File: config.mk
export PLATFORM = sky130hd
export DESIGN_NAME = dcc_ctrl_flat
export DESIGN_NICKNAME = d
export VERILOG_FILES = /design/src/dcc_pkg.sv /design/src/dcc_if.sv /design/src/dcc_ctrl.sv /design/src/flat_wrapper.sv
export VERILOG_INCLUDE_DIRS = /design/src
export SDC_FILE = /design/constraint.sdc
export NUM_CORES = 1
export LEC_CHECK = 0
export ABC_AREA = 1
export BUFFER_PORTS_ARGS = -buffer_cell sky130_fd_sc_hd__buf_2
export CORE_ASPECT_RATIO = 0.5
export CORE_MARGIN = 5
export CORE_UTILIZATION = 57
export DETAILED_ROUTE_END_ITERATION = 8
export PLACE_DENSITY = 0.83
export SLEW_MARGIN = 20
export SYNTH_ARGS = -nofsm -noshare
export SYNTH_HDL_FRONTEND = slang
export SYNTH_SLANG_ARGS = --single-unit
File: constraint.sdc
create_clock -name clk -period 3.9 [get_ports clk]
set_clock_uncertainty 0.15 [all_clocks]
set_input_delay 0.585 -clock clk [delete_from_list [all_inputs] [get_ports clk]]
set_output_delay 0.585 -clock clk [all_outputs]
set_load 0.03 [all_outputs]
File: src/dcc_map.svh
`ifndef DCC_MAP_SVH
`define DCC_MAP_SVH

// word and single-cycle count widths
`define DCC_WORD_W 18
`define DCC_SC_CNT_W 15

// fixed packet codes, two words each: count then current address
`define DCC_PKT_CH0 18'h00018
`define DCC_PKT_CH1 18'h0001A
`define DCC_PKT_CH2 18'h0001C
`define DCC_PKT_CH3 18'h0001E

// timing
`define DCC_CLK_NS 5
`define DCC_CYC_NS 1000
`define DCC_CYC_CLKS (`DCC_CYC_NS / `DCC_CLK_NS)

// single-cycle block limit
`define DCC_SC_MAX_WORDS 32768

// device-side data buffer
`define DCC_FIFO_DEPTH 8

`endif

File: src/dcc_pkg.sv
package dcc_pkg;

   typedef enum logic [2:0] {
      MODE_MC_IN,
      MODE_MC_OUT,
      MODE_SC_IN,
      MODE_INCR,
      MODE_ADD
   } dcc_mode_t;

   typedef enum logic [2:0] {
      S_IDLE,
      S_GNT,
      S_CAPT,
      S_WC,
      S_CA,
      S_SETTLE,
      S_DATA,
      S_SC
   } dcc_state_t;

endpackage

File: src/dcc_if.sv
`timescale 1ns/1ps
`include "dcc_map.svh"

interface dcc_if;
   import dcc_pkg::*;

   logic ch_req;
   dcc_mode_t mode;
   logic ch_gnt;
   logic [`DCC_WORD_W-1:0] bus_addr;
   logic [`DCC_WORD_W-1:0] bus_data_dev;
   logic [`DCC_WORD_W-1:0] bus_data_ctl;
   logic data_stb;
   logic ovf_pulse;
   logic xfer_end;

   modport ctl (
      input ch_req,
      input mode,
      input bus_addr,
      input bus_data_dev,
      output ch_gnt,
      output bus_data_ctl,
      output data_stb,
      output ovf_pulse,
      output xfer_end
   );

   modport dev (
      output ch_req,
      output mode,
      output bus_addr,
      output bus_data_dev,
      input ch_gnt,
      input bus_data_ctl,
      input data_stb,
      input ovf_pulse,
      input xfer_end
   );

endinterface // dcc_if

File: src/dcc_ctrl.sv
// Behaviour
// [RULE_01] four packets at 30,32,34,36: count, address
// [RULE_02] multi-cycle: in three cycles, out four
// [RULE_03] software preloads negated count, address minus one
// [RULE_04] first cycle: count read, plus one, rewritten
// [RULE_05] count carry pulses overflow, stops device, interrupts; in increment mode the code gives no overflow pulse on the carry
// [RULE_06] second cycle: code plus one, address incremented
// [RULE_07] data moves at current address, adder inhibited
// [RULE_08] repeat until count zero, then completion interrupt
// [RULE_09] enabled device requests when buffer holds data
// [RULE_10] grant only when controller is idle
// [RULE_11] device drives packet code, stored unmodified
// [RULE_12] every memory access requests and awaits grant
// [RULE_13] output inserts one settling cycle before strobe
// [RULE_14] controller memory requests hold off the processor
// [RULE_15] single-cycle: one word per 1 us cycle
// [RULE_16] single-cycle device keeps own address and count
// [RULE_17] device drives address and data after grant
// [RULE_18] single-cycle writes bus data at device address
// [RULE_19] device counts itself, disables and interrupts on carry
// [RULE_20] single-cycle block at most 32768 words
// [RULE_21] increment memory: count step only, 500 kHz max
// [RULE_22] add-to-memory: sum rewritten and sent, four cycles
// [RULE_23] write half follows read, word modified between
// [RULE_24] adder carry on count increment ends block
`timescale 1ns/1ps
`include "dcc_map.svh"

module dcc_ctrl import dcc_pkg::*; #(
   parameter int CYC_CLKS = `DCC_CYC_CLKS
) (
   // clock and reset
   input wire logic clk,
   input wire logic arst_n,
   // common i/o bus
   dcc_if.ctl io,
   // memory multiplexer port
   output logic mem_req,
   output logic [`DCC_WORD_W-1:0] mem_addr,
   input wire logic mem_ack,
   input wire logic [`DCC_WORD_W-1:0] mem_rdata,
   output logic mem_wr,
   output logic [`DCC_WORD_W-1:0] mem_wdata,
   output logic cpu_hold,
   // status
   output logic busy,
   output logic blk_irq
);

   localparam int W = `DCC_WORD_W;
   localparam int CW = $clog2(CYC_CLKS);

   dcc_state_t state;
   dcc_mode_t mode;
   logic [CW-1:0] div_cnt;
   logic cyc_en;
   logic [W-1:0] dsr;
   logic [W-1:0] cur_addr;
   logic [W-1:0] din;
   logic mem_done;

   // processor cycle divider
   wire div_wrap = (div_cnt == CW'(CYC_CLKS - 1));

   always_ff @(posedge clk or negedge arst_n) begin
      if (!arst_n) begin
         div_cnt <= '0;
         cyc_en <= 1'b0;
      end else begin
         div_cnt <= div_wrap ? '0 : div_cnt + 1'b1;
         cyc_en <= div_wrap;
      end
   end

   // decoding of the current step
   wire needs_mem = (state == S_WC) || (state == S_CA) || (state == S_DATA) || (state == S_SC);
   wire mode_out = (mode == MODE_MC_OUT) || (mode == MODE_ADD);
   wire is_add_data = (state == S_DATA) && (mode == MODE_ADD);
   wire is_count = (state == S_WC) || (state == S_CA);
   wire plain_write = ((state == S_DATA) && (mode == MODE_MC_IN)) || (state == S_SC);

   // i/o adder: plus one on count steps, device word on add, else inhibited
   wire [W-1:0] add_b = is_add_data ? din :
                        is_count ? W'(1) : '0;                         // [RULE_07] [RULE_22]
   wire [W:0] sum = {1'b0, mem_rdata} + {1'b0, add_b};
   wire carry = sum[W];                                                 // [RULE_24]
   wire [W-1:0] code_plus1 = dsr + W'(1);                               // [RULE_06] [RULE_01]

   // packet code, then code plus one, then the current address
   wire [W-1:0] step_addr = (state == S_WC) ? dsr :                     // [RULE_04]
                            (state == S_CA) ? code_plus1 :              // [RULE_06]
                            (state == S_DATA) ? cur_addr : dsr;         // [RULE_07] [RULE_18]
   // modified word goes back after the read half
   wire [W-1:0] step_wdata = plain_write ? din : sum[W-1:0];            // [RULE_23]

   // a step ends on the first tick after its memory answer
   wire adv = cyc_en && ((state == S_SETTLE) || (needs_mem && mem_done));

   dcc_state_t next_state;
   always_comb begin
      next_state = state;
      unique case (state)
         S_IDLE: next_state = io.ch_req ? S_GNT : S_IDLE;               // [RULE_10]
         S_GNT: next_state = S_CAPT;
         S_CAPT: next_state = (mode == MODE_SC_IN) ? S_SC : S_WC;
         S_WC: next_state = (mode == MODE_INCR) ? S_SETTLE : S_CA;      // [RULE_21]
         S_CA: next_state = mode_out ? S_SETTLE : S_DATA;               // [RULE_13] [RULE_02]
         S_SETTLE: next_state = (mode == MODE_INCR) ? S_IDLE : S_DATA;  // [RULE_21]
         S_DATA: next_state = S_IDLE;
         S_SC: next_state = S_IDLE;                                     // [RULE_15]
      endcase
   end

   // grant and capture move on any clock, later steps only on ticks
   wire take = (state == S_IDLE) || (state == S_GNT) || (state == S_CAPT) || adv;

   // sequencing
   // grant does not wait for a tick, so the first step may be short
   always_ff @(posedge clk or negedge arst_n) begin
      if (!arst_n) begin
         state <= S_IDLE;
         mode <= MODE_MC_IN;
         io.ch_gnt <= 1'b0;
         io.xfer_end <= 1'b0;
         busy <= 1'b0;
      end else begin
         io.ch_gnt <= (state == S_IDLE) && io.ch_req;                   // [RULE_10]
         io.xfer_end <= take && (state != S_IDLE) && (next_state == S_IDLE);
         if (take) begin
            state <= next_state;
         end
         if ((state == S_IDLE) && io.ch_req) begin
            mode <= io.mode;
            busy <= 1'b1;
         end else if (take && (next_state == S_IDLE)) begin
            busy <= 1'b0;
         end
      end
   end

   // capture of code or address and data from the bus
   always_ff @(posedge clk or negedge arst_n) begin
      if (!arst_n) begin
         dsr <= '0;
         din <= '0;
      end else if (state == S_CAPT) begin
         dsr <= io.bus_addr;                                            // [RULE_11] [RULE_18]
         din <= io.bus_data_dev;                                        // [RULE_17]
      end
   end

   // memory request, read then modified write
   always_ff @(posedge clk or negedge arst_n) begin
      if (!arst_n) begin
         mem_req <= 1'b0;
         mem_addr <= '0;
         mem_wr <= 1'b0;
         mem_wdata <= '0;
         mem_done <= 1'b0;
         cpu_hold <= 1'b0;
      end else begin
         mem_wr <= 1'b0;
         // processor waits until the read half of this step is done
         cpu_hold <= needs_mem && !mem_done && !(mem_req && mem_ack);   // [RULE_14]
         if (adv) begin
            mem_done <= 1'b0;
         end else if (mem_req && mem_ack) begin
            mem_req <= 1'b0;
            mem_wr <= 1'b1;
            mem_wdata <= step_wdata;
            mem_done <= 1'b1;
         end else if (needs_mem && !mem_req && !mem_done) begin
            mem_req <= 1'b1;                                            // [RULE_12]
            mem_addr <= step_addr;
         end
      end
   end

   // results of each memory step
   // overflow only from the count step, never from the data add
   wire acked = mem_req && mem_ack;

   always_ff @(posedge clk or negedge arst_n) begin
      if (!arst_n) begin
         cur_addr <= '0;
         io.bus_data_ctl <= '0;
         io.data_stb <= 1'b0;
         io.ovf_pulse <= 1'b0;
         blk_irq <= 1'b0;
      end else begin
         io.data_stb <= 1'b0;
         io.ovf_pulse <= 1'b0;
         blk_irq <= 1'b0;
         if (acked && (state == S_CA)) begin
            cur_addr <= sum[W-1:0];                                     // [RULE_06]
         end
         if (acked && (state == S_WC) && carry && (mode != MODE_INCR)) begin
            io.ovf_pulse <= 1'b1;                                       // [RULE_05] [RULE_24]
            blk_irq <= 1'b1;                                            // [RULE_08]
         end
         if (acked && (state == S_DATA) && mode_out) begin
            io.bus_data_ctl <= step_wdata;                              // [RULE_22]
            io.data_stb <= 1'b1;                                        // [RULE_13]
         end
      end
   end

endmodule // dcc_ctrl

File: src/flat_wrapper.sv
// flat-port wrapper written by rule: the top's interface ports become plain ports
module dcc_ctrl_flat import dcc_pkg::*;
#(
   parameter int CYC_CLKS = `DCC_CYC_CLKS
)
  (clk, arst_n, mem_req, mem_addr, mem_ack, mem_rdata, mem_wr, mem_wdata, cpu_hold, busy, blk_irq, io_ch_req, io_mode, io_bus_addr, io_bus_data_dev, io_ch_gnt, io_bus_data_ctl, io_data_stb, io_ovf_pulse, io_xfer_end);
  dcc_if io_i ();
  input wire logic clk;
  input wire logic arst_n;
  output logic mem_req;
  output logic [`DCC_WORD_W-1:0] mem_addr;
  input wire logic mem_ack;
  input wire logic [`DCC_WORD_W-1:0] mem_rdata;
  output logic mem_wr;
  output logic [`DCC_WORD_W-1:0] mem_wdata;
  output logic cpu_hold;
  output logic busy;
  output logic blk_irq;
  input wire logic [$bits(io_i.ch_req)-1:0] io_ch_req;
  input wire logic [$bits(io_i.mode)-1:0] io_mode;
  input wire logic [$bits(io_i.bus_addr)-1:0] io_bus_addr;
  input wire logic [$bits(io_i.bus_data_dev)-1:0] io_bus_data_dev;
  output wire logic [$bits(io_i.ch_gnt)-1:0] io_ch_gnt;
  output wire logic [$bits(io_i.bus_data_ctl)-1:0] io_bus_data_ctl;
  output wire logic [$bits(io_i.data_stb)-1:0] io_data_stb;
  output wire logic [$bits(io_i.ovf_pulse)-1:0] io_ovf_pulse;
  output wire logic [$bits(io_i.xfer_end)-1:0] io_xfer_end;
  assign io_i.ch_req = io_ch_req;
  assign io_i.mode = io_mode;
  assign io_i.bus_addr = io_bus_addr;
  assign io_i.bus_data_dev = io_bus_data_dev;
  assign io_ch_gnt = io_i.ch_gnt;
  assign io_bus_data_ctl = io_i.bus_data_ctl;
  assign io_data_stb = io_i.data_stb;
  assign io_ovf_pulse = io_i.ovf_pulse;
  assign io_xfer_end = io_i.xfer_end;
  dcc_ctrl #(.CYC_CLKS(CYC_CLKS)) u_core (.clk(clk), .arst_n(arst_n), .io(io_i), .mem_req(mem_req), .mem_addr(mem_addr), .mem_ack(mem_ack), .mem_rdata(mem_rdata), .mem_wr(mem_wr), .mem_wdata(mem_wdata), .cpu_hold(cpu_hold), .busy(busy), .blk_irq(blk_irq));
endmodule
# ---- Word-level counts from Yosys, hierarchy flattened
# Cells that the tools add are included.
dict set report totals {
  word_cells 102
  register_bits 132
}
dict set report classes {
  bitwise 2
  n_addsub 3
  n_reduce_logical 42
  muxes 23
  n_eq_ne 13
}
# op count
set ops {}
lappend ops {{$mux 18} 5}
lappend ops {{$pmux 3 s7} 1}
lappend ops {{$add 18x18->19} 1}
lappend ops {{$logic_and 1x1->1} 19}
lappend ops {{$add 18x1->18 const B} 1}
lappend ops {{$eq 3x3->1 const B} 5}
lappend ops {{$mux 1} 13}
lappend ops {{$eq 3x2->1 const B} 4}
lappend ops {{$logic_not 3->1} 3}
lappend ops {{$logic_or 1x1->1} 9}
lappend ops {{$add 8x1->8 const B} 1}
lappend ops {{$eq 8x8->1 const B} 1}
lappend ops {{$mux 8} 1}
lappend ops {{$eq 3x1->1 const B} 2}
lappend ops {{$mux 3} 2}
lappend ops {{$reduce_bool 2->1} 3}
lappend ops {{$reduce_and 2->1} 2}
lappend ops {{$logic_not 1->1} 3}
lappend ops {{$ne 3x2->1 const B} 1}
lappend ops {{$reduce_and 3->1} 1}
lappend ops {{$reduce_bool 3->1} 1}
lappend ops {{$mux 2} 1}
lappend ops {{$not 1->1} 2}
lappend ops {{$reduce_or 2->1} 1}

# ---- Logic depth before layout (Yosys ltp)
dict set report depth {
  word_depth 11
  ltp_mapped 22
  depth_no_buf 20
}

# ---- Worst setup path after synthesis
# OpenSTA, ideal clock, no wires.
dict set report synth_timing {
  kind {flip-flop to flip-flop}
  start {register u_core.state[2]}
  end {register u_core.io.bus_data_ctl[14]}
  setup_ns 0.117
  period_less_slack_ns 2.817
  path_stages_with_launch 22
  arrival_ns 2.550
  required_time_ns 3.633
  setup_slack_ns 1.083
  path_buffers 2
  path_cell_list {dfrtp_1 -> inv_2 -> nor2_4 -> buf_6 -> nand2_4 -> buf_2 -> nor2_1 -> nand2_1 -> nand2_1 -> ha_1 -> inv_1 -> fa_1 -> inv_1 -> nand3_1 -> nand2_1 -> nand2_1 -> nand2_1 -> nand3_1 -> nand3_1 -> nand3_1 -> nand3_1 -> nand2_1}
}
dict set report synth_via {
  elab_chain_len 6
  word_cells_on_any_way 14
  classes_between {add/sub (1); eq/ne (4); mux (3); reduce/logical (6)}
}
# element line
set synth_rtl {}
lappend synth_rtl {{start: declaration} dcc_ctrl.sv:53} ;# dcc_state_t state;
lappend synth_rtl {{start signal: assignment} dcc_ctrl.sv:130} ;# state <= next_state;
lappend synth_rtl {{$eq 3x2->1 or $eq 3x3->1 (tied branches)} dcc_ctrl.sv:79} ;# wire is_count = (state == S_WC) || (state == S_CA);
lappend synth_rtl {{$logic_or 1x1->1} dcc_ctrl.sv:79}
lappend synth_rtl {{$mux 1} dcc_ctrl.sv:84} ;# is_count ? W'(1) : '0;
lappend synth_rtl {{$mux 18} dcc_ctrl.sv:83} ;# wire [W-1:0] add_b = is_add_data ? din :
lappend synth_rtl {{$add 18x18->19} dcc_ctrl.sv:85} ;# wire [W:0] sum = {1'b0, mem_rdata} + {1'b0, add_b};
lappend synth_rtl {{$mux 18} dcc_ctrl.sv:94} ;# wire [W-1:0] step_wdata = plain_write ? din : sum[W-1:0];
lappend synth_rtl {{end signal: assignment} dcc_ctrl.sv:202} ;# io.bus_data_ctl <= step_wdata;
lappend synth_rtl {{end: declaration} dcc_if.sv:23} ;# output bus_data_ctl,
# Several ways; a longest one is shown, not always the timed one.
# A chain may end at the register's enable or synchronous reset.

# ---- Worst setup path after layout
dict set report layout_timing {
  start {register u_core.state[2]}
  end {register u_core.mem_wdata[16]}
}
dict set report layout_via {
  elab_chain_len 9
  word_cells_on_any_way 20
  classes_between {add/sub (1); eq/ne (5); mux (3); bitwise (1); reduce/logical (10)}
}
# element line
set layout_rtl {}
lappend layout_rtl {{parallel branches: the longest is 9 deep, another holds $add 18x18->19} --}
lappend layout_rtl {{end signal: assignment} dcc_ctrl.sv:170} ;# mem_wdata <= step_wdata;
lappend layout_rtl {{end: declaration} dcc_ctrl.sv:43} ;# output logic [`DCC_WORD_W-1:0] mem_wdata,
# Several ways; the timed one is not identified.

==> summary by stage <==
STA
The actual slew at the worst max-slew pin is 0.904 ns. The final count of hold timing violations came to 0. Measured against its own limit, the worst slew margin works out to 0.392. The final total negative setup slack is 0 ns.

The time the worst path needs with I/O delays and setup is 3.39 ns. Setup repair after global routing left no endpoint under its margin. The number of pins with negative max-slew slack in the final report came to 0.

The number of setup violations in the final report is 0. In the finished design, the share of the clock period the worst path needs comes to 0.870. The maximum achievable frequency is 295 MHz.

Power
For this design the static power due to leakage is 4.69 nW. The total power is 4.31 mW. Power spread over the standard cell area amounts to 513 nW/µm². The worst ir drop on vdd is between 0.0002 and 0.0003 V.

CTS
Hold repair after CTS inserted 0 buffers. CTS saw about 130 sinks. After clock tree synthesis, the clock-pin slew on the worst setup and hold paths is about 0.060 ns. The post-CTS resize count is 0. The maximum count of clock buffers along a single path is 2. The number of levels in the clock H-tree is 4.

Counting the buffers created by CTS gives 17. TritonCTS built the clock tree. Clock latency on the worst-skew pair, taken at its later pin, is between 0.4 and 0.5 ns.

The number of setup buffers added after CTS is 0. The cell sitting at the root of the clock tree is a sky130_fd_sc_hd__clkbuf_16.

Yosys
The commonest cells after synthesis are sky130_fd_sc_hd__nand2_1, sky130_fd_sc_hd__dfrtp_1, sky130_fd_sc_hd__inv_1. A synthesized cell averages 7.61 µm². The combined area of all synthesized cells is roughly 7000 µm².

After synthesis the netlist holds a flip-flop and latch count of 132. The number of different library cells in the post-synthesis netlist is 37. The primary flip-flop cell chosen by synthesis mapping is sky130_fd_sc_hd__dfrtp_1. The synthesized net count is 1010.

The most repeated cell in the gate-level netlist after synthesis is sky130_fd_sc_hd__nand2_1. Yosys attributes the largest share of cell area to sky130_fd_sc_hd__dfrtp_1, sky130_fd_sc_hd__nand2_1, sky130_fd_sc_hd__inv_1. The portion of the post-synthesis area used by sequential elements is 0.468.

The instance count of the mapped netlist is 928. For this run, the number of Yosys warnings is 0. The number of enable-type register cells in the synthesized netlist is 0.

The library cell occupying the most area in the post-synthesis netlist is sky130_fd_sc_hd__dfrtp_1. The share of synthesized area in the top cell type comes to 0.468. The fraction of synthesis flops using an asynchronous set or reset pin is 1.00.

Place
During placement, the flow inserted port buffers numbering approximately 120. The detailed-placement wirelength estimate is 14.8 mm. The congestion estimate from routability-driven global placement came to 0.942.

Critical path
The critical path capture point type is a flip-flop. The arrival time reported for the critical path endpoint is 3.59 ns. The capturing point of the worst reg2reg path is u_core.mem_wdata[16].

The reg-to-reg startpoint is u_core.state[2]. The critical path starts at u_core.state[2]. The data required time of the worst path is 4.10 ns. The capturing instance or port of the critical path is u_core.mem_wdata[16]. Of all nets on the critical path, the largest fanout is 17.

The critical setup path kind is flip-flop to flip-flop. The worst register-to-register path has a setup slack of approximately 0.51 ns. The type of origin of the critical path is a flip-flop. Measured in cells, the most critical reg-to-reg path has a length of 19.

Final layout
In the final design database the tool counted roughly 1.1k nets. The repair_antennas step left the layout with diodes totalling 0. Counting the fill cells in the layout gives roughly 990. The area growth from synthesis to layout is 19.1%.

In the final layout, the share of cells above drive strength 1 is 0.169. In the final layout, the multi-input gates occupy about 3200 µm². In the final layout, flip-flops and latches occupy 3300 µm².

Worst hold path
The classification of the worst-slack hold path is input pin to async pin.

Flow run
The number of max-cap violations is 0.

Detailed routing
The total via count after detailed routing is between 6k and 7k. The ratio of routed vias to standard cells is 5.50. The detailed-route wire length per cell is 16.7 µm. The post-detailed-route count of antenna-violating nets is 0. Summed over all layers, the routed wires come to about 20 mm. The length of the first detailed-routing pass in iterations is 5. In this run, the number of DRC markers left after iteration 0 of detailed routing was 599. The remaining design rule violation count is 0.

Floorplan
The vertical die dimension is 88.7 µm. The floorplan has 28 rows. For this configuration, the core starts out at a cell density of 0.591.

The total area inside the core boundary comes to 11900 µm². The die width is ~170 µm. The die area is roughly 15000 µm². 124 I/O pins were placed.

GRT
The wire length of the first global-routing pass is 33.8 mm. The via count of the first global-routing pass was 6649. The initial antenna violation count is 1. The maximum number of pins on one net before global-route repair is 76.

The total overflow left after global routing is 0. Across every metal layer, demand over resource in global routing totals 0.287.

Status
The flow ran to the end, and the final reports show no timing, DRC or antenna violations.
[power by group]
group / switching [mW] / total (mW) / internal (mW) / leakage [nW]
Combinational: 0.713 / 1.00 / 0.287 / 2.76
Sequential: 0.112 / 1.69 / 1.58 / 1.64
Clock: 0.630 / 1.63 / 0.996 / 0.290
Total: 1.45 / 4.31 / 2.86 / 4.69
[layout make-up]
class / count / share of cell area
clock inverters: 11 / 0.0149
well taps: 165 / 0.0246
inverters: 111 / 0.0496
flip-flops and latches: 132 / 0.393
repair buffers: 132 / 0.0831
clock buffers: 21 / 0.0560
multi-input cells: 656 / 0.379
[flip-flops by register name, indices dropped and copies added (netlist names)]
signal                  count
u_core.io.data_stb          1
u_core.io.xfer_end          1
u_core.cyc_en               1
u_core.mem_req              1
u_core.mem_wdata           18
u_core.busy                 1
u_core.state                3
u_core.mem_addr            18
u_core.dsr                 18
u_core.mode                 3
u_core.din                 18
u_core.io.bus_data_ctl     18
u_core.mem_wr               1
u_core.cpu_hold             1
u_core.cur_addr            18
u_core.io.ch_gnt            1
u_core.mem_done             1
u_core.div_cnt              8
u_core.io.ovf_pulse         1
[metrics by stage]
step,area (µm²),util,hold slack [ns],setup slack [ns],cells
after floorplan,7060,-,0.139,1.08,928
after global placement,7810,0.654,0.301,0.777,1196
after detailed placement,7810,0.654,0.310,0.581,1196
after CTS,8400,0.703,0.107,0.559,1228
after global routing,8400,0.703,0.140,0.134,1228
final,8400,0.703,0.0767,0.509,1228
[cell usage in the layout, fill, tap and decap left out, drive strengths merged, types with 3 or more instances in the layout]
cell	instances
a21oi	70
buf	132
xor2	7
o21a	8
ha	20
inv	113
nand4	8
clkbuf	21
nor2	95
xnor2	6
o22ai	5
nand2	277
clkinv	5
o21ai	57
mux2	3
nand3	72
o211ai	3
dfrtp	132
nor3	10
[worst min-delay path by stage]
stage / from / to / slack [ns] / depth (start not counted)
after floorplan: arst_n / u_core.busy / 0.14 / 0
after global placement: u_core.div_cnt[0] / u_core.div_cnt[0] / 0.30 / 1
after detailed placement: u_core.io.bus_data_ctl[1] / u_core.io.bus_data_ctl[1] / 0.31 / 2
after CTS: arst_n / u_core.mem_wdata[2] / 0.11 / 1
after global routing: arst_n / u_core.io.bus_data_ctl[5] / 0.14 / 1
final: arst_n / u_core.mem_wdata[2] / 0.08 / 1
[cell families (layout without fill, tap and decap cells)]
kind of cell,after synthesis,count (layout),share of synthesized area
mux,3,3,0.00479
compound gates,153,153,0.119
fa+ha+maj,21,21,0.0383
buf+inv,140,275,0.0817
simple gates,466,466,0.272
flops,132,132,0.468
xor+xnor,13,13,0.0161
[metal layers]
| layer | track usage | part of all wire |
|---|---|---|
| met4 | 0.0736 | 0.013 |
| met2 | 0.474 | 0.45 |
| met5 | 0 | 0.00039 |
| met1 | 0.398 | 0.44 |
| met3 | 0.0567 | 0.092 |
[critical path, cell delays in order, from the launching register on]
cell and delay [ns]:
sky130_fd_sc_hd__dfrtp_1 0.41, sky130_fd_sc_hd__inv_2 0.10, sky130_fd_sc_hd__nor2_4 0.27, sky130_fd_sc_hd__nand2_4 0.18, sky130_fd_sc_hd__nor2_1 0.20, sky130_fd_sc_hd__inv_2 0.19, sky130_fd_sc_hd__nor2_1 0.18, sky130_fd_sc_hd__inv_1 0.08
sky130_fd_sc_hd__fa_1 0.43, sky130_fd_sc_hd__inv_1 0.08, sky130_fd_sc_hd__nand3_1 0.07, sky130_fd_sc_hd__nand2_1 0.17, sky130_fd_sc_hd__nand3_1 0.11, sky130_fd_sc_hd__nand2_1 0.15, sky130_fd_sc_hd__nand2_1 0.11, sky130_fd_sc_hd__nand2_1 0.10
sky130_fd_sc_hd__nand2_1 0.07, sky130_fd_sc_hd__nand3_1 0.11, sky130_fd_sc_hd__nand3_1 0.10, sky130_fd_sc_hd__nand2_1 0.08
(Power assumes the default switching activity.)
